[src/pkg/dci_consts.vh]
// Register map, field positions, reset values for deinterlacer control
`ifndef DCI_CONSTS_VH
`define DCI_CONSTS_VH

// Register byte offsets
`define DCI_OFS_GLOBAL     8'h00
`define DCI_OFS_STATUS     8'h04
`define DCI_OFS_EVT_EN     8'h08
`define DCI_OFS_MODE       8'h0C
`define DCI_OFS_LO_THR     8'h10
`define DCI_OFS_HI_THR     8'h14
`define DCI_OFS_XFADE      8'h18
`define DCI_OFS_SIZE       8'h1C
`define DCI_OFS_BLACK      8'h20
`define DCI_OFS_FLD_WORDS  8'h24
`define DCI_OFS_BASE0      8'h28
`define DCI_OFS_BASE1      8'h2C
`define DCI_OFS_BASE2      8'h30
`define DCI_OFS_STATE      8'h34

// Global register bits
`define DCI_G_ENABLE       0
`define DCI_G_UPD_REQ      1
`define DCI_G_CANCEL       2
`define DCI_G_BYPASS       3

// Mode register fields
`define DCI_M_PACK_LO      0
`define DCI_M_PACK_HI      1
`define DCI_M_KERN_LO      2
`define DCI_M_KERN_HI      3
`define DCI_M_ORDER_LO     4
`define DCI_M_ORDER_HI     5
`define DCI_M_COLOR        6
`define DCI_M_SCAN_LO      8
`define DCI_M_SCAN_HI      9
`define DCI_M_PULLDOWN     10
`define DCI_MODE_W         11

// Chroma packing, field order, scan structure codes
`define DCI_PACK_422       2'h0
`define DCI_PACK_420       2'h1
`define DCI_PACK_444       2'h2
`define DCI_ORDER_HD       2'h0
`define DCI_ORDER_PAL      2'h1
`define DCI_ORDER_NTSC     2'h2
`define DCI_SCAN_INTL      2'h0
`define DCI_SCAN_SEGF      2'h1
`define DCI_SCAN_PROG      2'h2

// Event flag positions
`define DCI_EV_UPDATED     0
`define DCI_EV_SYNCED      1
`define DCI_EV_LOST        2
`define DCI_EV_OVERRUN     3
`define DCI_EV_PD_ON       4
`define DCI_EV_PD_OFF      5
`define DCI_NUM_EV         11

// Field widths
`define DCI_THR_W          10
`define DCI_XF_W           21
`define DCI_DIM_W          12
`define DCI_BLK_W          12
`define DCI_FW_W           24

// Reset values
`define DCI_RST_GLOBAL     4'h1
`define DCI_RST_MODE       11'h000
`define DCI_RST_LO_THR     10'h00A
`define DCI_RST_HI_THR     10'h046
`define DCI_RST_XFADE      21'h004444
`define DCI_RST_XSIZE      12'h2D0
`define DCI_RST_YSIZE      12'h0F0
`define DCI_RST_BLACK      12'h000
`define DCI_RST_FLD_WORDS  24'h000000
`define DCI_RST_BASE       32'h00000000

`endif

[src/hdl/dci_ctrl.v]
// Deinterlacer control front end: APB register bank and frame-locked update
//
// How it works
// - Global register lives in the bus domain
// - Config registers locked while update pending
// - Frame boundary copies all staged settings together
// - Cancel through global register acts at once
// - Eleven events, each flag enabled and cleared
// - Event when requested update takes effect
// - Event when raster matches programmed sizes
// - Event when raster lost or mismatched
// - Event on input FIFO overrun
// - Events on pull-down cadence start and end
// - One bus access at a time
// - Write before read when both arrive
// - Parallel request loads at frame, then done
// - Chroma packing picks 4:2:2, 4:2:0, 4:4:4
// - Runtime motion thresholds and cross-fade factor
// - Field order and colour space, black value
// - Three field buffer bases, words per field
// - Scan structure select and pull-down enable
// - Rolling three field buffers, one written
// - One memory port, 32 to 256 bits
`include "dci_consts.vh"

module dci_ctrl #(
   parameter MEM_DW = 32
) (
   input  wire                    mclk,
   input  wire                    rst_b,
   input  wire                    psel,
   input  wire                    penable,
   input  wire                    pwrite,
   input  wire [7:0]              paddr,
   input  wire [31:0]             pwdata,
   output wire                    pready,
   output reg  [31:0]             prdata,
   output reg                     pslverr,
   input  wire [`DCI_NUM_EV-1:1]  vid_event_in,
   input  wire                    frame_tick_in,
   input  wire                    par_upd_req,
   output reg                     par_upd_done,
   output reg  [`DCI_NUM_EV-1:0]  event_status,
   output reg                     core_enable,
   output reg                     core_bypass,
   output reg  [`DCI_MODE_W-1:0]  act_mode,
   output reg  [`DCI_THR_W-1:0]   act_lo_thr,
   output reg  [`DCI_THR_W-1:0]   act_hi_thr,
   output reg  [`DCI_XF_W-1:0]    act_xfade,
   output reg  [`DCI_DIM_W-1:0]   act_xsize,
   output reg  [`DCI_DIM_W-1:0]   act_ysize,
   output reg  [`DCI_BLK_W-1:0]   act_black,
   output reg  [`DCI_FW_W-1:0]    act_field_beats,
   output reg  [31:0]             wr_field_base,
   output reg  [31:0]             rd1_field_base,
   output reg  [31:0]             rd2_field_base
);

   // Memory port width steps the beat count down from 32-bit words
   localparam [1:0] BEAT_SH = (MEM_DW == 256) ? 2'd3 :
                              (MEM_DW == 128) ? 2'd2 :
                              (MEM_DW == 64)  ? 2'd1 : 2'd0;
   localparam SW = `DCI_NUM_EV + 1;

   // Staged registers (bus side)
   reg  [3:0]              global_r;
   reg  [`DCI_NUM_EV-1:0]  flags_r;
   reg  [`DCI_NUM_EV-1:0]  evt_en_r;
   reg  [`DCI_MODE_W-1:0]  mode_r;
   reg  [`DCI_THR_W-1:0]   lo_thr_r;
   reg  [`DCI_THR_W-1:0]   hi_thr_r;
   reg  [`DCI_XF_W-1:0]    xfade_r;
   reg  [`DCI_DIM_W-1:0]   xsize_r;
   reg  [`DCI_DIM_W-1:0]   ysize_r;
   reg  [`DCI_BLK_W-1:0]   black_r;
   reg  [`DCI_FW_W-1:0]    fld_words_r;
   reg  [31:0]             base0_r;
   reg  [31:0]             base1_r;
   reg  [31:0]             base2_r;

   // Active copies of the bases and rotation state
   reg  [31:0]             act_base0_r;
   reg  [31:0]             act_base1_r;
   reg  [31:0]             act_base2_r;
   reg  [1:0]              buf_idx_r;
   reg                     pending_r;
   reg                     par_src_r;

   // Synchronisers: events, frame tick, parallel request
   reg  [SW-1:0]           sync1_r;
   reg  [SW-1:0]           sync2_r;
   reg  [SW-1:0]           sync3_r;

   wire                    wr_acc;
   wire                    rd_setup;
   wire                    cfg_wr;
   wire                    upd_wr;
   wire                    cancel_wr;
   wire                    par_rise;
   wire                    frame_edge;
   wire                    do_load;
   wire [`DCI_NUM_EV-1:0]  ev_set;
   wire [`DCI_NUM_EV-1:0]  ev_clr;

   // Address decode shared by write and error paths
   function is_mapped;
      input [7:0] a;
      begin
         is_mapped = (a[1:0] == 2'b00) && (a <= `DCI_OFS_STATE);
      end
   endfunction

   // Staged configuration, excluding global, status, enable and state
   function is_cfg;
      input [7:0] a;
      begin
         is_cfg = is_mapped(a) && (a >= `DCI_OFS_MODE) &&
                  (a != `DCI_OFS_STATE);
      end
   endfunction

   // Pick one of three bases by rolling index
   function [31:0] pick_base;
      input [1:0]  idx;
      input [31:0] b0;
      input [31:0] b1;
      input [31:0] b2;
      begin
         case (idx)
            2'd0:    pick_base = b0;
            2'd1:    pick_base = b1;
            default: pick_base = b2;
         endcase
      end
   endfunction

   // Index one step back around the ring of three
   function [1:0] prev_idx;
      input [1:0] idx;
      begin
         prev_idx = (idx == 2'd0) ? 2'd2 : idx - 2'd1;
      end
   endfunction

   // APB: zero-wait slave, one transfer in flight by protocol
   assign pready   = psel & penable;
   assign wr_acc   = psel & penable & pwrite;
   assign rd_setup = psel & ~penable & ~pwrite;
   assign cfg_wr   = wr_acc & is_cfg(paddr) & ~pending_r;
   assign upd_wr   = wr_acc & (paddr == `DCI_OFS_GLOBAL) &
                     pwdata[`DCI_G_UPD_REQ];
   assign cancel_wr = wr_acc & (paddr == `DCI_OFS_GLOBAL) &
                      pwdata[`DCI_G_CANCEL];

   // Synchronised edges; second and third stages only feed logic
   assign frame_edge = sync2_r[0] & ~sync3_r[0];
   assign par_rise   = sync2_r[1] & ~sync3_r[1];
   // Cancel blocks a load landing in the same cycle
   assign do_load    = frame_edge & pending_r & ~cancel_wr;

   // Event sources: internal update plus edges of video-side levels
   assign ev_set = {sync2_r[SW-1:2] & ~sync3_r[SW-1:2],
                    do_load};
   assign ev_clr = (wr_acc && paddr == `DCI_OFS_STATUS) ?
                   pwdata[`DCI_NUM_EV-1:0] : {`DCI_NUM_EV{1'b0}};

   // Two-flop synchroniser plus edge history
   always @(posedge mclk or negedge rst_b) begin
      if (!rst_b) begin
         sync1_r <= {SW{1'b0}};
         sync2_r <= {SW{1'b0}};
         sync3_r <= {SW{1'b0}};
      end else begin
         sync1_r <= {vid_event_in, par_upd_req, frame_tick_in};
         sync2_r <= sync1_r;
         sync3_r <= sync2_r;
      end
   end

   // Global register always writable, even while locked
   always @(posedge mclk or negedge rst_b) begin
      if (!rst_b) begin
         global_r <= `DCI_RST_GLOBAL;
      end else if (wr_acc && paddr == `DCI_OFS_GLOBAL) begin
         global_r[`DCI_G_ENABLE] <= pwdata[`DCI_G_ENABLE];
         global_r[`DCI_G_BYPASS] <= pwdata[`DCI_G_BYPASS];
         global_r[2:1]           <= 2'b00;
      end
   end

   // Pending update: cancel is immediate and beats a new request
   always @(posedge mclk or negedge rst_b) begin
      if (!rst_b) begin
         pending_r <= 1'b0;
         par_src_r <= 1'b0;
      end else if (cancel_wr) begin
         pending_r <= 1'b0;
         par_src_r <= 1'b0;
      end else if (upd_wr || par_rise) begin
         pending_r <= 1'b1;
         par_src_r <= par_src_r | par_rise;
      end else if (do_load) begin
         pending_r <= 1'b0;
         par_src_r <= 1'b0;
      end
   end

   // Done holds until the parallel request falls
   always @(posedge mclk or negedge rst_b) begin
      if (!rst_b) begin
         par_upd_done <= 1'b0;
      end else if (do_load && par_src_r) begin
         par_upd_done <= 1'b1;
      end else if (!sync2_r[1]) begin
         par_upd_done <= 1'b0;
      end
   end

   // Sticky flags, set wins over a write-one clear
   always @(posedge mclk or negedge rst_b) begin
      if (!rst_b) begin
         flags_r      <= {`DCI_NUM_EV{1'b0}};
         evt_en_r     <= {`DCI_NUM_EV{1'b0}};
         event_status <= {`DCI_NUM_EV{1'b0}};
      end else begin
         flags_r <= (flags_r & ~ev_clr) | ev_set;
         if (wr_acc && paddr == `DCI_OFS_EVT_EN)
            evt_en_r <= pwdata[`DCI_NUM_EV-1:0];
         event_status <= flags_r & evt_en_r;
      end
   end

   // Staged configuration writes, refused while an update waits
   always @(posedge mclk or negedge rst_b) begin
      if (!rst_b) begin
         mode_r      <= `DCI_RST_MODE;
         lo_thr_r    <= `DCI_RST_LO_THR;
         hi_thr_r    <= `DCI_RST_HI_THR;
         xfade_r     <= `DCI_RST_XFADE;
         xsize_r     <= `DCI_RST_XSIZE;
         ysize_r     <= `DCI_RST_YSIZE;
         black_r     <= `DCI_RST_BLACK;
         fld_words_r <= `DCI_RST_FLD_WORDS;
         base0_r     <= `DCI_RST_BASE;
         base1_r     <= `DCI_RST_BASE;
         base2_r     <= `DCI_RST_BASE;
      end else if (cfg_wr) begin
         case (paddr)
            `DCI_OFS_MODE: mode_r <= pwdata[`DCI_MODE_W-1:0];
            `DCI_OFS_LO_THR:    lo_thr_r <= pwdata[`DCI_THR_W-1:0];
            `DCI_OFS_HI_THR:    hi_thr_r <= pwdata[`DCI_THR_W-1:0];
            `DCI_OFS_XFADE:     xfade_r <= pwdata[`DCI_XF_W-1:0];
            `DCI_OFS_SIZE: begin
               xsize_r <= pwdata[`DCI_DIM_W-1:0];
               ysize_r <= pwdata[16+`DCI_DIM_W-1:16];
            end
            `DCI_OFS_BLACK:     black_r <= pwdata[`DCI_BLK_W-1:0];
            `DCI_OFS_FLD_WORDS: fld_words_r <= pwdata[`DCI_FW_W-1:0];
            `DCI_OFS_BASE0:     base0_r <= pwdata;
            `DCI_OFS_BASE1:     base1_r <= pwdata;
            `DCI_OFS_BASE2:     base2_r <= pwdata;
            default: begin
            end
         endcase
      end
   end

   // All settings move to the active side in one cycle
   always @(posedge mclk or negedge rst_b) begin
      if (!rst_b) begin
         act_mode        <= `DCI_RST_MODE;
         act_lo_thr      <= `DCI_RST_LO_THR;
         act_hi_thr      <= `DCI_RST_HI_THR;
         act_xfade       <= `DCI_RST_XFADE;
         act_xsize       <= `DCI_RST_XSIZE;
         act_ysize       <= `DCI_RST_YSIZE;
         act_black       <= `DCI_RST_BLACK;
         act_field_beats <= `DCI_RST_FLD_WORDS;
         act_base0_r     <= `DCI_RST_BASE;
         act_base1_r     <= `DCI_RST_BASE;
         act_base2_r     <= `DCI_RST_BASE;
      end else if (do_load) begin
         act_mode        <= mode_r;
         act_lo_thr      <= lo_thr_r;
         act_hi_thr      <= hi_thr_r;
         act_xfade       <= xfade_r;
         act_xsize       <= xsize_r;
         act_ysize       <= ysize_r;
         act_black       <= black_r;
         act_field_beats <= fld_words_r >> BEAT_SH;
         act_base0_r     <= base0_r;
         act_base1_r     <= base1_r;
         act_base2_r     <= base2_r;
      end
   end

   // Global controls go out straight from the bus-side register
   always @(posedge mclk or negedge rst_b) begin
      if (!rst_b) begin
         core_enable <= 1'b0;
         core_bypass <= 1'b0;
      end else begin
         core_enable <= global_r[`DCI_G_ENABLE];
         core_bypass <= global_r[`DCI_G_BYPASS];
      end
   end

   // Ring of three buffers: write n, read n-1 and n-2
   always @(posedge mclk or negedge rst_b) begin
      if (!rst_b) begin
         buf_idx_r      <= 2'd0;
         wr_field_base  <= `DCI_RST_BASE;
         rd1_field_base <= `DCI_RST_BASE;
         rd2_field_base <= `DCI_RST_BASE;
      end else begin
         if (frame_edge && global_r[`DCI_G_ENABLE])
            buf_idx_r <= (buf_idx_r == 2'd2) ? 2'd0 :
                         buf_idx_r + 2'd1;
         wr_field_base  <= pick_base(buf_idx_r, act_base0_r,
                                     act_base1_r, act_base2_r);
         rd1_field_base <= pick_base(prev_idx(buf_idx_r), act_base0_r,
                                     act_base1_r, act_base2_r);
         rd2_field_base <= pick_base(prev_idx(prev_idx(buf_idx_r)),
                                     act_base0_r, act_base1_r,
                                     act_base2_r);
      end
   end

   // Read data and error captured in setup, stable through access
   always @(posedge mclk or negedge rst_b) begin
      if (!rst_b) begin
         prdata  <= 32'h00000000;
         pslverr <= 1'b0;
      end else if (psel && !penable) begin
         pslverr <= ~is_mapped(paddr);
         prdata  <= 32'h00000000;
         if (rd_setup) begin
            case (paddr)
               `DCI_OFS_GLOBAL:
                  prdata <= {28'h0000000, global_r[3],
                             1'b0, pending_r, global_r[0]};
               `DCI_OFS_STATUS:    prdata[`DCI_NUM_EV-1:0] <= flags_r;
               `DCI_OFS_EVT_EN:    prdata[`DCI_NUM_EV-1:0] <= evt_en_r;
               `DCI_OFS_MODE:      prdata[`DCI_MODE_W-1:0] <= mode_r;
               `DCI_OFS_LO_THR:    prdata[`DCI_THR_W-1:0] <= lo_thr_r;
               `DCI_OFS_HI_THR:    prdata[`DCI_THR_W-1:0] <= hi_thr_r;
               `DCI_OFS_XFADE:     prdata[`DCI_XF_W-1:0] <= xfade_r;
               `DCI_OFS_SIZE: begin
                  prdata[`DCI_DIM_W-1:0]       <= xsize_r;
                  prdata[16+`DCI_DIM_W-1:16]   <= ysize_r;
               end
               `DCI_OFS_BLACK:     prdata[`DCI_BLK_W-1:0] <= black_r;
               `DCI_OFS_FLD_WORDS: prdata[`DCI_FW_W-1:0] <= fld_words_r;
               `DCI_OFS_BASE0:     prdata <= base0_r;
               `DCI_OFS_BASE1:     prdata <= base1_r;
               `DCI_OFS_BASE2:     prdata <= base2_r;
               `DCI_OFS_STATE:
                  prdata <= {27'h0000000, par_upd_done, buf_idx_r,
                             par_src_r, pending_r};
               default:            prdata <= 32'h00000000;
            endcase
         end
      end
   end

endmodule

[config.mk]
export PLATFORM = sky130hd
export DESIGN_NAME = dci_ctrl
export DESIGN_NICKNAME = d
export VERILOG_FILES = /design/src/hdl/dci_ctrl.v
export VERILOG_INCLUDE_DIRS = /design/src /design/src/pkg
export SDC_FILE = /design/constraint.sdc
export NUM_CORES = 1
export LEC_CHECK = 0
export BUFFER_PORTS_ARGS = -buffer_cell sky130_fd_sc_hd__buf_2
export CAP_MARGIN = 5
export CORE_ASPECT_RATIO = 0.75
export CORE_MARGIN = 5
export CORE_UTILIZATION = 38
export DETAILED_ROUTE_END_ITERATION = 10
export GPL_TIMING_DRIVEN = 0
export PLACE_DENSITY = 0.59
export SETUP_SLACK_MARGIN = 0.5
export SYNTH_ARGS = -nofsm -noshare
export SYNTH_HDL_FRONTEND = slang
export SYNTH_SLANG_ARGS = --single-unit
[constraint.sdc]
create_clock -name mclk -period 1.9 [get_ports mclk]
set_input_delay 0.285 -clock mclk [delete_from_list [all_inputs] [get_ports mclk]]
set_output_delay 0.285 -clock mclk [all_outputs]
set_load 0.02 [all_outputs]
# Word level (Yosys, flattened, before mapping)
# Cells that the tools add are included.
[word_totals]
reg_bits = 623
latchBits = 0
ramBits = 0
romBits = 0
input_bits = 57
word_cells = 141
n_memories = 0
[op_classes]
n_addsub = 3
n_mul = 0
div = 0
order_cmp = 2
n_eq_ne = 19
n_shift = 0
muxes = 23
bitwise = 27
reduce_logical = 27
[ops]
columns = ["operator", "count"]
rows = [
  ["$pmux W32 S2", 3],
  ["$pmux W10 S14", 1],
  ["$eq A8 B6 Y1 const B", 6],
  ["$eq A8 B5 Y1 const B", 4],
  ["$mux W32", 1],
  ["$pmux W5 S6", 1],
  ["$and A11 B11 Y11", 2],
  ["$pmux W4 S5", 1],
  ["$reduce_and A2 Y1", 10],
  ["$eq A8 B4 Y1 const B", 2],
  ["$pmux W4 S4", 1],
  ["$pmux W3 S5", 1],
  ["$and A1 B1 Y1", 13],
  ["$pmux W4 S3", 1],
  ["$mux W11", 1],
  ["$not A11 Y11", 1],
  ["$or A11 B11 Y11", 1],
  ["$and A10 B10 Y10", 1],
  ["$not A10 Y10", 1],
  ["$pmux W1 S10", 1],
  ["$logic_and A1 B1 Y1", 9],
  ["$eq A8 B3 Y1 const B", 1],
  ["$ge A8 B4 Y1 const B", 1],
  ["$le A8 B6 Y1 const B", 1],
  ["16 further kinds", 36],
]

# Longest topological paths before layout
# Gate-level depths: netlist of run 1.
[depth]
ltp_word = 9
depth_mapped = 10
depth_no_buf = 5

# Least setup slack after synthesis of run 1
# OpenSTA, ideal clock, no wires.
[synth_path]
path_kind = "input -> register"
start = "input port paddr[1]"
end = "register base2_r[10]"
setup_ns = 0.125
arrival_ns = 2.110
t_required_ns = 1.775
slack_ns = -0.335
stages = 8
n_path_buf = 4
path_cell_list = "buf_4 or4_1 buf_2 nor3_4 nor2b_2 buf_6 buf_12 mux2_4"
[synth_between]
elab_chain_len = 7
elab_cells_between_ends = 11
classes_between = "order compare: 2; eq/ne: 2; bitwise: 2; reduce/logical: 5"
[synth_rtl]
columns = ["item", "line", "rtl"]
rows = [
  ["start: declaration", "dci_ctrl.v:34", "input wire [7:0] paddr,"],
  ["$le A8 B6 Y1 (no line) or $logic_not A2 Y1 (tied branches)", "n/a", ""],
  ["$logic_and A1 B1 Y1", "dci_ctrl.v:109", "is_mapped = (a[1:0] == 2'b00) && (a <= `DCI_OFS_STATE);"],
  ["$logic_and A1 B1 Y1 (2 in series)", "dci_ctrl.v:117", "is_cfg = is_mapped(a) && (a >= `DCI_OFS_MODE) &&"],
  ["$and A1 B1 Y1 (2 in series)", "dci_ctrl.v:149", "assign cfg_wr = wr_acc & is_cfg(paddr) & ~pending_r;"],
  ["$reduce_and A2 Y1 (no line) *", "n/a", ""],
  ["end signal: assignment", "dci_ctrl.v:246", "base2_r <= `DCI_RST_BASE;"],
  ["end signal: assignment", "dci_ctrl.v:261", "`DCI_OFS_BASE2: base2_r <= pwdata;"],
  ["end: declaration", "dci_ctrl.v:79", "reg [31:0] base2_r;"],
]
# Mark *: on every way between the ends. The rest lies on a longest branch, timed or not.
# A chain may end at the register's enable or synchronous reset.

# Worst setup path in the final report of run 1
[layout_path]
start = "register pending_r"
end = "register base0_r[3]"
[layout_between]
elab_chain_len = 3
[layout_rtl]
columns = ["item", "line", "rtl"]
rows = [
  ["start: declaration", "dci_ctrl.v:86", "reg pending_r;"],
  ["start signal: assignment", "dci_ctrl.v:194", "pending_r <= 1'b0;"],
  ["start signal: assignment", "dci_ctrl.v:197", "pending_r <= 1'b0;"],
  ["start signal: assignment", "dci_ctrl.v:200", "pending_r <= 1'b1;"],
  ["$not A1 Y1", "dci_ctrl.v:149", ""],
  ["$and A1 B1 Y1", "dci_ctrl.v:149", ""],
  ["$reduce_and A2 Y1 (no line)", "n/a", ""],
  ["end signal: assignment", "dci_ctrl.v:244", "base0_r <= `DCI_RST_BASE;"],
  ["end signal: assignment", "dci_ctrl.v:259", "`DCI_OFS_BASE0: base0_r <= pwdata;"],
  ["end: declaration", "dci_ctrl.v:77", "reg [31:0] base0_r;"],
]
# Every way passes these cells.

==> insert_results.sql, run 1 <==
INSERT INTO impl_metrics (metric_group, metric, value, unit) VALUES
('status', 'status', 'finished with violations', ''),
('status', 'violations', 'hold timing, setup timing', ''),
('detailed_routing', 'avgViaCountPerCell', '5.65', ''),
('yosys', 'synthFlopType', 'sky130_fd_sc_hd__dfrtp_1', ''),
('pwr', 'internal_power', '0.0225', 'W'),
('detailed_routing', 'drt_wl_total', '96900', 'microns'),
('clock_tree', 'cts_tree', 'yes', ''),
('pwr', 'power_per_cell_area', '845', 'nW/um^2'),
('global_route', 'via_count_of_the_first_global_routing_pass', '19100', ''),
('place', 'post-place-ws', '-1.42', 'ns'),
('critical_path', 'critical_path.endpoint_type', 'register', ''),
('critical_path', 'worst-endpoint-required', '2.38', 'ns'),
('yosys', 'distinct_cell_type_count_after_synthesis', '68', ''),
('clock_tree', 'clk_pin_slew', '0.06', 'ns'),
('timing', 'setup_total_negative_slack', '-72.03', 'ns'),
('clock_tree', 'clock_tree.root_cell', 'sky130_fd_sc_hd__clkbuf_16', ''),
('global_route', 'grt-ovfl-total', '0', ''),
('finish', 'fill_cells', '5548', ''),
('finish', 'post_route_cells_drive_above_1_share', '50.4', '%'),
('timing', 'rsz0062_at_grt', 'yes', ''),
('timing', 'final_report_hold_violation_count', '76', ''),
('yosys', 'synth_seq_cells', '623', ''),
('place', 'port_buffers', '305', ''),
('finish', 'layout.area.seq', '15600', 'sq um'),
('detailed_routing', 'post_drt_wl_per_cell', '28.7', 'microns'),
('pwr', 'clockPowerShare', '46.6', '%'),
('detailed_routing', 'drt_pass1_iterations', '6', ''),
('timing', 'max_slew.worst_pin.slew', '1.07', 'ns'),
('critical_path', 'ff2ff_path_depth', '8', ''),
('yosys', 'synth.net_count', '1975', ''),
('place', 'post_dp_cell_area', '29300', 'sq um'),
('timing', 'final_worst_slack', '-0.438', 'ns'),
('pwr', 'switching_share', '24.0', '%'),
('finish', 'final_area', '35000', 'sq um'),
('timing', 'period_utilisation_layout', '123', '%'),
('clock_tree', 'clock_insertion_delay_worst_skew', '0.61', 'ns'),
('clock_tree', 'postCtsHoldBufs', '33', ''),
('pwr', 'switching_pwr', '0.00710', 'W'),
('yosys', 'synth.yosys.seq_area_share', '60.6', '%'),
('clock_tree', 'cts_inserted_buffers', '66', ''),
('job', 'maxCapViolCount', '0', ''),
('finish', 'layout.cells.most_common_list', 'sky130_fd_sc_hd__dfrtp_1 (584), sky130_fd_sc_hd__buf_2 (310), sky130_fd_sc_hd__mux2_4 (229)', ''),
('finish', 'synthesis_to_layout_area_growth', '35.7', '%'),
('detailed_routing', 'drtAntennaViolNets', '0', ''),
('timing', 'hold_ws', '-0.401', 'ns'),
('finish', 'fin_nets', '2499', ''),
('yosys', 'synth_warnings', '0', ''),
('critical_path', 'worstReg2RegStart', 'pending_r$_DFFE_PN0P_', ''),
('die', 'design.core.area', '67000', 'sq um'),
('yosys', 'synth-edff-count', '0', ''),
('die', 'chipHeight', '236', 'microns'),
('timing', 'slew_headroom', '28.7', '%'),
('yosys', 'synth.avg_cell_area', '13.5', 'sq um'),
('critical_path', 'reg2reg_slack', '-0.44', 'ns'),
('global_route', 'grt_start_max_net_pins', '125', ''),
('finish', 'multiInputGateArea', '10700', 'sq um'),
('pwr', 'ir_worst_vdd', '0.640', 'mV'),
('pwr', 'sequentialPowerShare', '45.5', '%'),
('clock_tree', 'cts.sinks', '623', ''),
('critical_path', 'critical_path_peak_fanout', '10', ''),
('die', 'core_rows', '82', ''),
('yosys', 'netlist_area', '25800', 'sq um'),
('critical_path', 'arrival', '2.82', 'ns'),
('critical_path', 'crit_type', 'register to register', ''),
('timing', 'clock-skew-final', '0.0277', 'ns'),
('clock_tree', 'cts-htree-levels', '3', ''),
('timing', 'final_period_minus_worst_setup_slack', '2.34', 'ns'),
('yosys', 'async_set_or_reset_register_ratio_after_synthesis', '100', '%'),
('critical_path', 'r2r-end', 'base0_r[3]$_DFFE_PN0P_', ''),
('timing', 'setup_violations', '223', ''),
('timing', 'fmax', '428', 'MHz');
-- worst max-delay path by stage --
stage	startpoint	endpoint	slack, ns
floorplan	paddr[5]	base2_r[10]$_DFFE_PN0P_	-0.24
global placement	rst_b	rd2_field_base[24]$_DFF_PN0_	-12.01
detailed placement	paddr[2]	prdata[10]$_DFFE_PN0P_	-1.42
CTS	pending_r$_DFFE_PN0P_	mode_r[6]$_DFFE_PN0P_	-0.36
global route	pending_r$_DFFE_PN0P_	base0_r[17]$_DFFE_PN0P_	-0.47
finish	pending_r$_DFFE_PN0P_	base0_r[3]$_DFFE_PN0P_	-0.44
-- power by group through the flow --
stage / sequential, W / combinational, W / clock, W
floorplan: 0.0138 / 0.000729 / 0
global placement: 0.0137 / 0.00169 / 0
detailed placement: 0.0137 / 0.00175 / 0
CTS: 0.0135 / 0.00206 / 0.0140
global route: 0.0135 / 0.00245 / 0.0145
finish: 0.0135 / 0.00233 / 0.0138
-- layer usage --
layer  wire (microns)  vias up  GRT usage (%)
met5               13        -              0
met2            40900      872           35.2
met3             8320      151           5.64
li1                 -     8017              -
met4             2230        2           5.87
met1            45400    10000           38.3
-- flip-flops by register name, indices dropped and copies added, names as in the netlist, 24 cells and up --
name	cells
act_base1_r	32
prdata	32
rd2_field_base	32
base2_r	32
base1_r	32
wr_field_base	32
act_base2_r	32
base0_r	32
act_field_beats	24
rd1_field_base	32
act_base0_r	32
fld_words_r	24
-- cell usage after synthesis, types with 4 or more instances --
master | count | share of area (%)
sky130_fd_sc_hd__a211oi_1 | 5 | 0.15
sky130_fd_sc_hd__a21oi_1 | 48 | 0.93
sky130_fd_sc_hd__a221oi_1 | 8 | 0.27
sky130_fd_sc_hd__a22o_1 | 29 | 0.98
sky130_fd_sc_hd__a22oi_1 | 148 | 4.3
sky130_fd_sc_hd__a31oi_1 | 7 | 0.17
sky130_fd_sc_hd__a32oi_1 | 7 | 0.24
sky130_fd_sc_hd__and2_1 | 14 | 0.34
sky130_fd_sc_hd__buf_1 | 9 | 0.13
sky130_fd_sc_hd__buf_2 | 38 | 0.74
sky130_fd_sc_hd__buf_4 | 9 | 0.26
sky130_fd_sc_hd__buf_6 | 6 | 0.26
sky130_fd_sc_hd__clkbuf_1 | 76 | 1.1
sky130_fd_sc_hd__dfrtp_1 | 588 | 57
sky130_fd_sc_hd__dfstp_2 | 35 | 3.6
sky130_fd_sc_hd__ha_1 | 4 | 0.19
sky130_fd_sc_hd__inv_1 | 14 | 0.20
sky130_fd_sc_hd__mux2_1 | 46 | 2.0
sky130_fd_sc_hd__mux2_2 | 371 | 16
sky130_fd_sc_hd__mux2_4 | 30 | 1.7
sky130_fd_sc_hd__mux2i_1 | 23 | 0.89
sky130_fd_sc_hd__nand2_1 | 169 | 2.5
sky130_fd_sc_hd__nand3_1 | 15 | 0.29
sky130_fd_sc_hd__nand3b_1 | 5 | 0.15
sky130_fd_sc_hd__nor2_1 | 51 | 0.74
sky130_fd_sc_hd__nor2b_1 | 6 | 0.15
sky130_fd_sc_hd__nor3_1 | 5 | 0.097
sky130_fd_sc_hd__nor3_4 | 4 | 0.25
sky130_fd_sc_hd__o21ai_0 | 62 | 1.2
sky130_fd_sc_hd__o221ai_1 | 4 | 0.14
sky130_fd_sc_hd__o22ai_1 | 14 | 0.34
-- cell families (layout without fill, tap and decap cells) --
group	Yosys count	after routing	share of synthesized area (%)
flip-flops	623	623	60.6
multiplexers	471	471	20.9
AO/OA/AOI/OAI	356	356	9.51
AND/OR/NAND/NOR	305	305	5.84
buffers and inverters	155	733	2.93
adder cells (fa/ha/maj)	4	4	0.194
other	0	3	0
-- cell type report --
type | count | area share [%]
well taps | 882 | 3.15
multi-input cells | 1136 | 30.5
repair buffers | 456 | 10.1
plain buffers | 141 | 4.67
flip-flops and latches | 623 | 44.7
clock inverters | 27 | 1.07
inverters | 14 | 0.157
diodes | 3 | 0.0214
clock buffers | 95 | 5.61
-- what timing repair did --
action                     in CTS  in global routing
resized for setup             243                271
setup endpoints to repair     949               1073
hold endpoints to repair      130                 75
cloned                          9                 24
buffers inserted               49                 31
pin swaps                      61                 12
-- stage by stage --
step	hold WS, ns	cells	utilization (%)	total power (W)
after floorplan	-0.0106	1914	-	0.0145
after global placement	0.338	3101	43.5	0.0154
after detailed placement	0.314	3106	43.7	0.0155
after CTS	-0.340	3319	49.8	0.0295
after global routing	-0.391	3374	52.2	0.0305
final	-0.401	3377	52.3	0.0296
-- critical path, cell delays in order (launching register included) --
cell and delay, ns:
sky130_fd_sc_hd__dfrtp_2 0.42, sky130_fd_sc_hd__and4b_2 0.39, sky130_fd_sc_hd__o2111ai_4 0.15, sky130_fd_sc_hd__a21o_1 0.23
sky130_fd_sc_hd__buf_12 0.16, sky130_fd_sc_hd__nor3_4 0.22, sky130_fd_sc_hd__buf_12 0.17, sky130_fd_sc_hd__buf_12 0.15
sky130_fd_sc_hd__mux2_4 0.30
Power figures use the tool's default switching activity.
==> inputs of run 2 (changes only) <==
- ABC_AREA: not set -> 1
==> run 2 against run 1 <==
  * The flow finishes with violations (hold timing)
  * Clock skew shrank 0.0048 ns
  * Clock power fell by 4%
  * Sequential share of layout area is 2.7 points lower
  * Highest routed layer is now met4
==> insert_results.sql, run 2 <==
INSERT INTO impl_metrics (metric_group, metric, value, unit) VALUES
('clock_tree', 'postCtsHoldBufs', '44', ''),
('global_route', 'grt_start_max_net_pins', '123', ''),
('timing', 'slew_headroom', '17.7', '%'),
('hold_path', 'hold_path.class', 'input pin to async pin', ''),
('yosys', 'synth.yosys.seq_area_share', '61.0', '%'),
('timing', 'final_period_minus_worst_setup_slack', '1.68', 'ns'),
('global_route', 'via_count_of_the_first_global_routing_pass', '21500', ''),
('finish', 'layout.area.seq', '15600', 'sq um'),
('detailed_routing', 'drcViolationCount', '0', ''),
('critical_path', 'cp_cell_instances', 'inv_2, nand2_2, a21oi_4, nand2_8, nor2_4, buf_12, buf_8, clkbuf_16, o21ai_1', ''),
('detailed_routing', 'met3_length', '10200', 'microns'),
('critical_path', 'critical_path_peak_fanout', '9', ''),
('status', 'violations', 'hold timing', ''),
('finish', 'multiInputGateArea', '9300', 'sq um'),
('yosys', 'synthFlopType', 'sky130_fd_sc_hd__dfrtp_1', ''),
('finish', 'final_common_cell', 'sky130_fd_sc_hd__nand2_1', ''),
('yosys', 'async_set_or_reset_register_ratio_after_synthesis', '100', '%'),
('detailed_routing', 'avgViaCountPerCell', '5.23', ''),
('place', 'global_placement_routability_congestion', '0.928', ''),
('critical_path', 'setup.worst_path.start_class', 'register', ''),
('pwr', 'ir_worst_vdd', '0.583', 'mV'),
('yosys', 'synth.top_cells.by_area', 'sky130_fd_sc_hd__dfrtp_1 (57%), sky130_fd_sc_hd__nand2_1 (11%), sky130_fd_sc_hd__o21ai_0 (8.9%)', ''),
('die', 'pin_count', '313', ''),
('timing', 'rsz0062_at_grt', 'yes', ''),
('critical_path', 'worst_path_dominant_cell_family', 'buffers and inverters', ''),
('timing', 'setup_violations', '0', ''),
('yosys', 'distinct_cell_type_count_after_synthesis', '31', ''),
('timing', 'period_utilisation_layout', '88.7', '%'),
('pwr', 'static-leakage-power', '18.6', 'nW'),
('global_route', 'grt-ovfl-total', '0', ''),
('finish', 'post_route_cells_drive_above_1_share', '31.0', '%'),
('yosys', 'synth_largest_type_area_fraction', '57.4', '%'),
('detailed_routing', 'post_drt_wl_per_cell', '22.8', 'microns'),
('pwr', 'report.power.total', '0.0388', 'W'),
('finish', 'synthesis_to_layout_area_growth', '45.5', '%'),
('detailed_routing', 'drtAntennaViolNets', '0', ''),
('detailed_routing', 'routed_metal_1_wirelength', '43400', 'microns'),
('critical_path', 'crit_path_max_incr_delay', '0.43', 'ns'),
('timing', 'max_slew.worst_pin.slew', '1.24', 'ns'),
('yosys', 'postSynthCellCount', '2842', ''),
('die', 'chipHeight', '235', 'microns'),
('finish', 'fin_nets', '3485', ''),
('global_route', 'antenna_found_initial', '1', ''),
('clock_tree', 'cts_tree', 'yes', ''),
('timing', 'clock-skew-final', '0.0228', 'ns'),
('job', 'maxCapViolCount', '0', ''),
('critical_path', 'worst-endpoint-required', '2.40', 'ns'),
('global_route', 'grtUsageTotal', '25.2', '%'),
('clock_tree', 'cts_inserted_buffers', '66', ''),
('clock_tree', 'clock_tree.root_cell', 'sky130_fd_sc_hd__clkbuf_16', ''),
('die', 'die_width', '310', 'microns'),
('critical_path', 'crit_type', 'register to register', ''),
('place', 'port_buffers', '311', ''),
('finish', 'layout.cells.most_common_list', 'sky130_fd_sc_hd__nand2_1 (699), sky130_fd_sc_hd__dfrtp_1 (584), sky130_fd_sc_hd__inv_1 (378)', ''),
('yosys', 'netlist_area', '25600', 'sq um'),
('detailed_routing', 'first_iter_violations', '2556', ''),
('yosys', 'synth_warnings', '0', ''),
('status', 'status', 'finished with violations', ''),
('clock_tree', 'cts_max_path_buffers', '3', ''),
('yosys', 'synth_top_area_cell', 'sky130_fd_sc_hd__dfrtp_1', ''),
('detailed_routing', 'met2_wirelength_from_detailed_routing', '42700', 'microns'),
('clock_tree', 'clock_insertion_delay_worst_skew', '0.62', 'ns'),
('detailed_routing', 'detailroute.via_count', '22800', ''),
('clock_tree', 'cts-htree-levels', '3', ''),
('detailed_routing', 'drt_wl_total', '99100', 'microns'),
('timing', 'fmax', '594', 'MHz'),
('yosys', 'synth-edff-count', '0', ''),
('pwr', 'power_per_cell_area', '1040', 'nW/um^2'),
('timing', 'hold_ws', '-0.353', 'ns'),
('die', 'design.die.area', '72800', 'sq um'),
('die', 'initial_cell_density_of_the_core', '38.4', '%'),
('place', 'dp.final_hpwl', '66900', 'microns'),
('yosys', 'post_synth_most_frequent_cells', 'sky130_fd_sc_hd__nand2_1 (780), sky130_fd_sc_hd__dfrtp_1 (588), sky130_fd_sc_hd__o21ai_0 (456), sky130_fd_sc_hd__inv_1 (385), sky130_fd_sc_hd__o21ai_1 (132)', ''),
('yosys', 'post-synth-top-count-cell', 'sky130_fd_sc_hd__nand2_1', ''),
('finish', 'fill_cells', '5658', ''),
('timing', 'final_report_hold_violation_count', '68', ''),
('critical_path', 'critical_path.slowest_cell', 'sky130_fd_sc_hd__dfrtp_2', ''),
('yosys', 'synth.net_count', '2903', ''),
('clock_tree', 'clk_pin_slew', '0.06', 'ns'),
('finish', 'layoutNonFillerInstCount', '4357', ''),
('detailed_routing', 'top_layer_used', 'met4', ''),
('yosys', 'synth_seq_cells', '623', ''),
('global_route', 'wire_length_of_the_first_global_routing_pass', '139000', 'microns'),
('clock_tree', 'cts.sinks', '623', ''),
('yosys', 'synth.avg_cell_area', '9.02', 'sq um'),
('timing', 'setup_total_negative_slack', '0', 'ns'),
('timing', 'final_max_slew_viol_count', '0', ''),
('detailed_routing', 'drt_pass1_iterations', '7', ''),
('place', 'place_inst', '4040', ''),
('critical_path', 'arrival', '2.18', 'ns'),
('critical_path', 'critical_path.endpoint_type', 'register', ''),
('die', 'core_rows', '82', ''),
('critical_path', 'worstPathBufferInverterCount', '4', ''),
('die', 'design.core.area', '66800', 'sq um');
## run 2: cell types whose count changed in the layout (fill, tap and decap cells not counted), moves of 218 or more
cell / change
sky130_fd_sc_hd__mux2_4: -229
sky130_fd_sc_hd__buf_2: -244
sky130_fd_sc_hd__inv_1: +367
sky130_fd_sc_hd__o21ai_1: +251
sky130_fd_sc_hd__nand2_1: +535
sky130_fd_sc_hd__buf_6: +262
sky130_fd_sc_hd__mux2_2: -218
## run 2: logic make-up after synthesis
logic type	after synthesis	share of synthesized area, %
AOI/OAI and AO/OA	727	15.1
adders and majority gates	4	0.195
buffers and inverters	556	9.08
DFF	623	61.0
and+or+nand+nor	932	14.6
## run 2: layout make-up
class	count	share of cell area (%)
flip-flops and latches	623	41.9
multi-input cells	1664	24.9
repair buffers	511	15.2
clock buffers	100	5.15
plain buffers	161	4.97
inverters	395	4.14
well taps	882	2.96
clock inverters	18	0.621
repair inverters	2	0.0503
diodes	1	0.00671
## run 2: timing repair
item / CTS / global route
setup endpoints to repair: 800 / 932
buffers inserted: 38 / 70
hold endpoints to repair: 176 / 68
pin swaps: 42 / 55
gates resized for setup: 382 / 1075
gates cloned: 24 / 22
## run 2: layer usage
layer	global-route usage, %	up-vias
met5	0	-
met4	6.35	0
met3	7.08	194
met2	36.3	1135
met1	37.8	11200
li1	-	10300
## run 2: worst reg2reg max path, delay by kind of cell, from the launching register on
family / cells / cell delay [ns]
AOI/OAI and AO/OA: 2 / 0.24
and+or+nand+nor: 3 / 0.43
buffers and inverters: 4 / 0.48
DFF: 1 / 0.43
## run 2: power by group
part | switching [W] | internal (W) | total (W)
Clock | 0.00558 | 0.00759 | 0.0132
Sequential | 0.00136 | 0.0149 | 0.0163
Combinational | 0.00507 | 0.00427 | 0.00935
Total | 0.0120 | 0.0268 | 0.0388
## run 2: per-stage QoR
stage / utilization [%] / setup slack, ns / cell area (sq um)
floorplan: - / 0.395 / 25900
global placement: 42.8 / -12.65 / 28600
detailed placement: 43.0 / -0.587 / 28700
CTS: 49.7 / 0.248 / 33200
global route: 55.8 / 0.169 / 37300
finish: 55.8 / 0.216 / 37300
## run 2: path summary, 6_finish.rpt
path | cells after the start | slack (ns) | startpoint | end
min | 1 | -0.35 | rst_b | act_mode[6]$_DFFE_PN0P_
max | 9 | 0.22 | pending_r$_DFFE_PN0P_ | base0_r[16]$_DFFE_PN0P_
max in group asynchronous | 3 | 0.77 | rst_b | rd2_field_base[26]$_DFF_PN0_
min in group mclk | 4 | 0.12 | pwdata[2] | pending_r$_DFFE_PN0P_
min reg2reg | 0 | 0.35 | sync1_r[0]$_DFF_PN0_ | sync2_r[0]$_DFF_PN0_
max reg2reg | 9 | 0.22 | pending_r$_DFFE_PN0P_ | base0_r[16]$_DFFE_PN0P_
==> inputs of run 3 (changes only) <==
- PLACE_DENSITY: 0.59 -> 0.57
- clock period: 1.9 -> 1.7 ns (I/O delays scaled with it)
==> run 3 against run 2 <==
  * The run ends with hold timing, setup timing left
  * Die area unchanged
  * Clock skew increased by 0.0098 ns
  * Global-route usage increased by 0.66 points
  * Largest cell class unchanged
  * Largest power group unchanged
  * Highest routed layer unchanged
==> insert_results.sql, run 3 (synthesized netlist as in run 2, its figures left out) <==
INSERT INTO impl_metrics (metric_group, metric, value, unit) VALUES
('status', 'status', 'finished with violations', ''),
('status', 'violations', 'hold timing, setup timing', ''),
('place', 'dp.final_hpwl', '70100', 'microns'),
('timing', 'final_worst_slack', '-0.0878', 'ns'),
('global_route', 'via_count_of_the_first_global_routing_pass', '22100', ''),
('detailed_routing', 'first_iter_violations', '2092', ''),
('finish', 'final_area', '35800', 'sq um'),
('global_route', 'met2_usage', '37.4', '%'),
('place', 'place_inst', '4040', ''),
('finish', 'layoutNonFillerInstCount', '4330', ''),
('global_route', 'antenna_found_initial', '2', ''),
('finish', 'fill_cells', '5907', ''),
('critical_path', 'setup.worst_path.start_class', 'register', ''),
('finish', 'final_util', '53.7', '%'),
('clock_tree', 'postCtsHoldBufs', '44', ''),
('hold_path', 'hold_path.class', 'input pin to async pin', ''),
('clock_tree', 'cts_tree', 'yes', ''),
('die', 'chipHeight', '235', 'microns'),
('clock_tree', 'clk_pin_slew', '0.06', 'ns'),
('clock_tree', 'cts-htree-levels', '3', ''),
('job', 'maxCapViolCount', '0', ''),
('finish', 'fin_nets', '3453', ''),
('detailed_routing', 'post_drt_wl_per_cell', '23.1', 'microns'),
('timing', 'rsz0062_at_grt', 'yes', ''),
('die', 'design.core.area', '66800', 'sq um'),
('critical_path', 'crit_type', 'register to register', ''),
('place', 'post_dp_cell_area', '29000', 'sq um'),
('place', 'port_buffers', '311', ''),
('clock_tree', 'clock_tree.root_cell', 'sky130_fd_sc_hd__clkbuf_16', ''),
('global_route', 'grt-ovfl-total', '0', ''),
('timing', 'clock-skew-final', '0.0327', 'ns'),
('clock_tree', 'clock_insertion_delay_worst_skew', '0.62', 'ns'),
('die', 'core_rows', '82', ''),
('finish', 'layout.cells.most_common_list', 'sky130_fd_sc_hd__dfrtp_1 (582), sky130_fd_sc_hd__nand2_1 (570), sky130_fd_sc_hd__inv_1 (378)', ''),
('detailed_routing', 'drtAntennaViolNets', '0', ''),
('place', 'global_placement_routability_congestion', '0.915', ''),
('pwr', 'static-leakage-power', '18.2', 'nW'),
('global_route', 'wire_length_of_the_first_global_routing_pass', '142000', 'microns'),
('clock_tree', 'cts_inserted_buffers', '67', ''),
('global_route', 'met3_usage', '6.98', '%'),
('pwr', 'power_per_cell_area', '1150', 'nW/um^2'),
('critical_path', 'critical_path_peak_fanout', '5', ''),
('timing', 'slew_headroom', '3.10', '%'),
('critical_path', 'worstReg2RegStart', 'pending_r$_DFFE_PN0P_', ''),
('finish', 'post_route_cells_drive_above_1_share', '34.2', '%'),
('timing', 'fmax', '559', 'MHz'),
('detailed_routing', 'detailroute.via_count', '22800', ''),
('critical_path', 'reg2reg_slack', '-0.09', 'ns'),
('critical_path', 'ff2ff_path_depth', '11', ''),
('detailed_routing', 'avgViaCountPerCell', '5.25', ''),
('critical_path', 'arrival', '2.33', 'ns'),
('clock_tree', 'cts.sinks', '623', ''),
('finish', 'synthesis_to_layout_area_growth', '39.8', '%'),
('global_route', 'grt_start_max_net_pins', '124', ''),
('timing', 'setup_violations', '151', ''),
('timing', 'hold_ws', '-0.441', 'ns'),
('global_route', 'grt.busiest_layer', 'met1', ''),
('die', 'initial_cell_density_of_the_core', '38.4', '%'),
('detailed_routing', 'drcViolationCount', '0', ''),
('die', 'die_width', '310', 'microns'),
('critical_path', 'r2r-end', 'fld_words_r[21]$_DFFE_PN0P_', ''),
('detailed_routing', 'drt_pass1_iterations', '6', ''),
('global_route', 'grtUsageTotal', '25.9', '%'),
('detailed_routing', 'drt_wl_total', '100000', 'microns'),
('die', 'pin_count', '313', ''),
('die', 'design.die.area', '72800', 'sq um'),
('global_route', 'met1_usage_grt', '39.0', '%'),
('finish', 'final_common_cell', 'sky130_fd_sc_hd__dfrtp_1', ''),
('timing', 'final_period_minus_worst_setup_slack', '1.79', 'ns'),
('timing', 'setup_total_negative_slack', '-5.19', 'ns'),
('critical_path', 'critical_path.endpoint_type', 'register', ''),
('critical_path', 'worst-endpoint-required', '2.24', 'ns'),
('timing', 'final_report_hold_violation_count', '120', ''),
('timing', 'max_slew.worst_pin.slew', '1.45', 'ns'),
('timing', 'period_utilisation_layout', '105', '%'),
('clock_tree', 'cts_max_path_buffers', '3', ''),
('pwr', 'ir_worst_vdd', '0.665', 'mV'),
('timing', 'final_max_slew_viol_count', '0', '');
run 3: area by class of cell:
class	instances	area [sq um]	share of cell area [%]
Clock buffer	93	1960	5.46
Sequential cell	623	15600	43.6
Antenna cell	3	7.51	0.0209
Timing Repair Buffer	480	4130	11.5
Multi-Input combinational cell	1664	9430	26.3
Clock inverter	29	347	0.967
Tap cell	882	1100	3.08
Buffer	161	1700	4.73
Inverter	395	1520	4.25
run 3: what timing repair did:
| item | CTS | global route |
|---|---|---|
| cloned | 20 | 24 |
| setup buffers | 57 | 20 |
| hold endpoints to repair | 176 | 50 |
| pin swaps | 21 | 18 |
| endpoints found under the setup margin | 914 | 1161 |
| resized for setup | 355 | 541 |
run 3: power breakdown:
group          total (W)  switching (W)  internal, W
Clock             0.0154        0.00638      0.00904
Combinational    0.00772        0.00494      0.00278
Sequential        0.0180        0.00136       0.0167
run 3: critical path: stages (launching register included):
cell and delay [ns]:
sky130_fd_sc_hd__dfrtp_2 0.42, sky130_fd_sc_hd__inv_2 0.08, sky130_fd_sc_hd__nand2_4 0.07, sky130_fd_sc_hd__a21oi_4 0.21, sky130_fd_sc_hd__buf_12 0.14, sky130_fd_sc_hd__nand2_8 0.11
sky130_fd_sc_hd__nor2_4 0.20, sky130_fd_sc_hd__buf_6 0.12, sky130_fd_sc_hd__buf_6 0.12, sky130_fd_sc_hd__buf_8 0.13, sky130_fd_sc_hd__nand2_2 0.04, sky130_fd_sc_hd__o21ai_1 0.07
run 3: metal layers:
| layer | up-vias | wire (microns) |
|---|---|---|
| met3 | 175 | 8800 |
| li1 | 10200 | - |
| met4 | 0 | 2560 |
| met1 | 11300 | 45700 |
| met5 | - | 0 |
| met2 | 1039 | 43000 |
run 3: through the flow:
step,total power (W),setup slack [ns]
6_report,0.0411,-0.0878
3_3_place_gp,0.0248,-12.27
4_1_cts,0.0406,-0.0693
2_1_floorplan,0.0217,0.225
3_5_place_dp,0.0249,-1.02
5_1_grt,0.0427,-0.165
run 3: worst max-delay path by stage:
stage               slack, ns                   from                      endpoint
floorplan                0.22               paddr[6]       base0_r[24]$_DFFE_PN0P_
global placement       -12.27                  rst_b  rd1_field_base[22]$_DFF_PN0_
detailed placement      -1.02                   psel        prdata[12]$_DFFE_PN0P_
CTS                     -0.07  pending_r$_DFFE_PN0P_       xsize_r[10]$_DFFE_PN0P_
global route            -0.16  pending_r$_DFFE_PN0P_         mode_r[8]$_DFFE_PN0P_
finish                  -0.09  pending_r$_DFFE_PN0P_   fld_words_r[21]$_DFFE_PN0P_
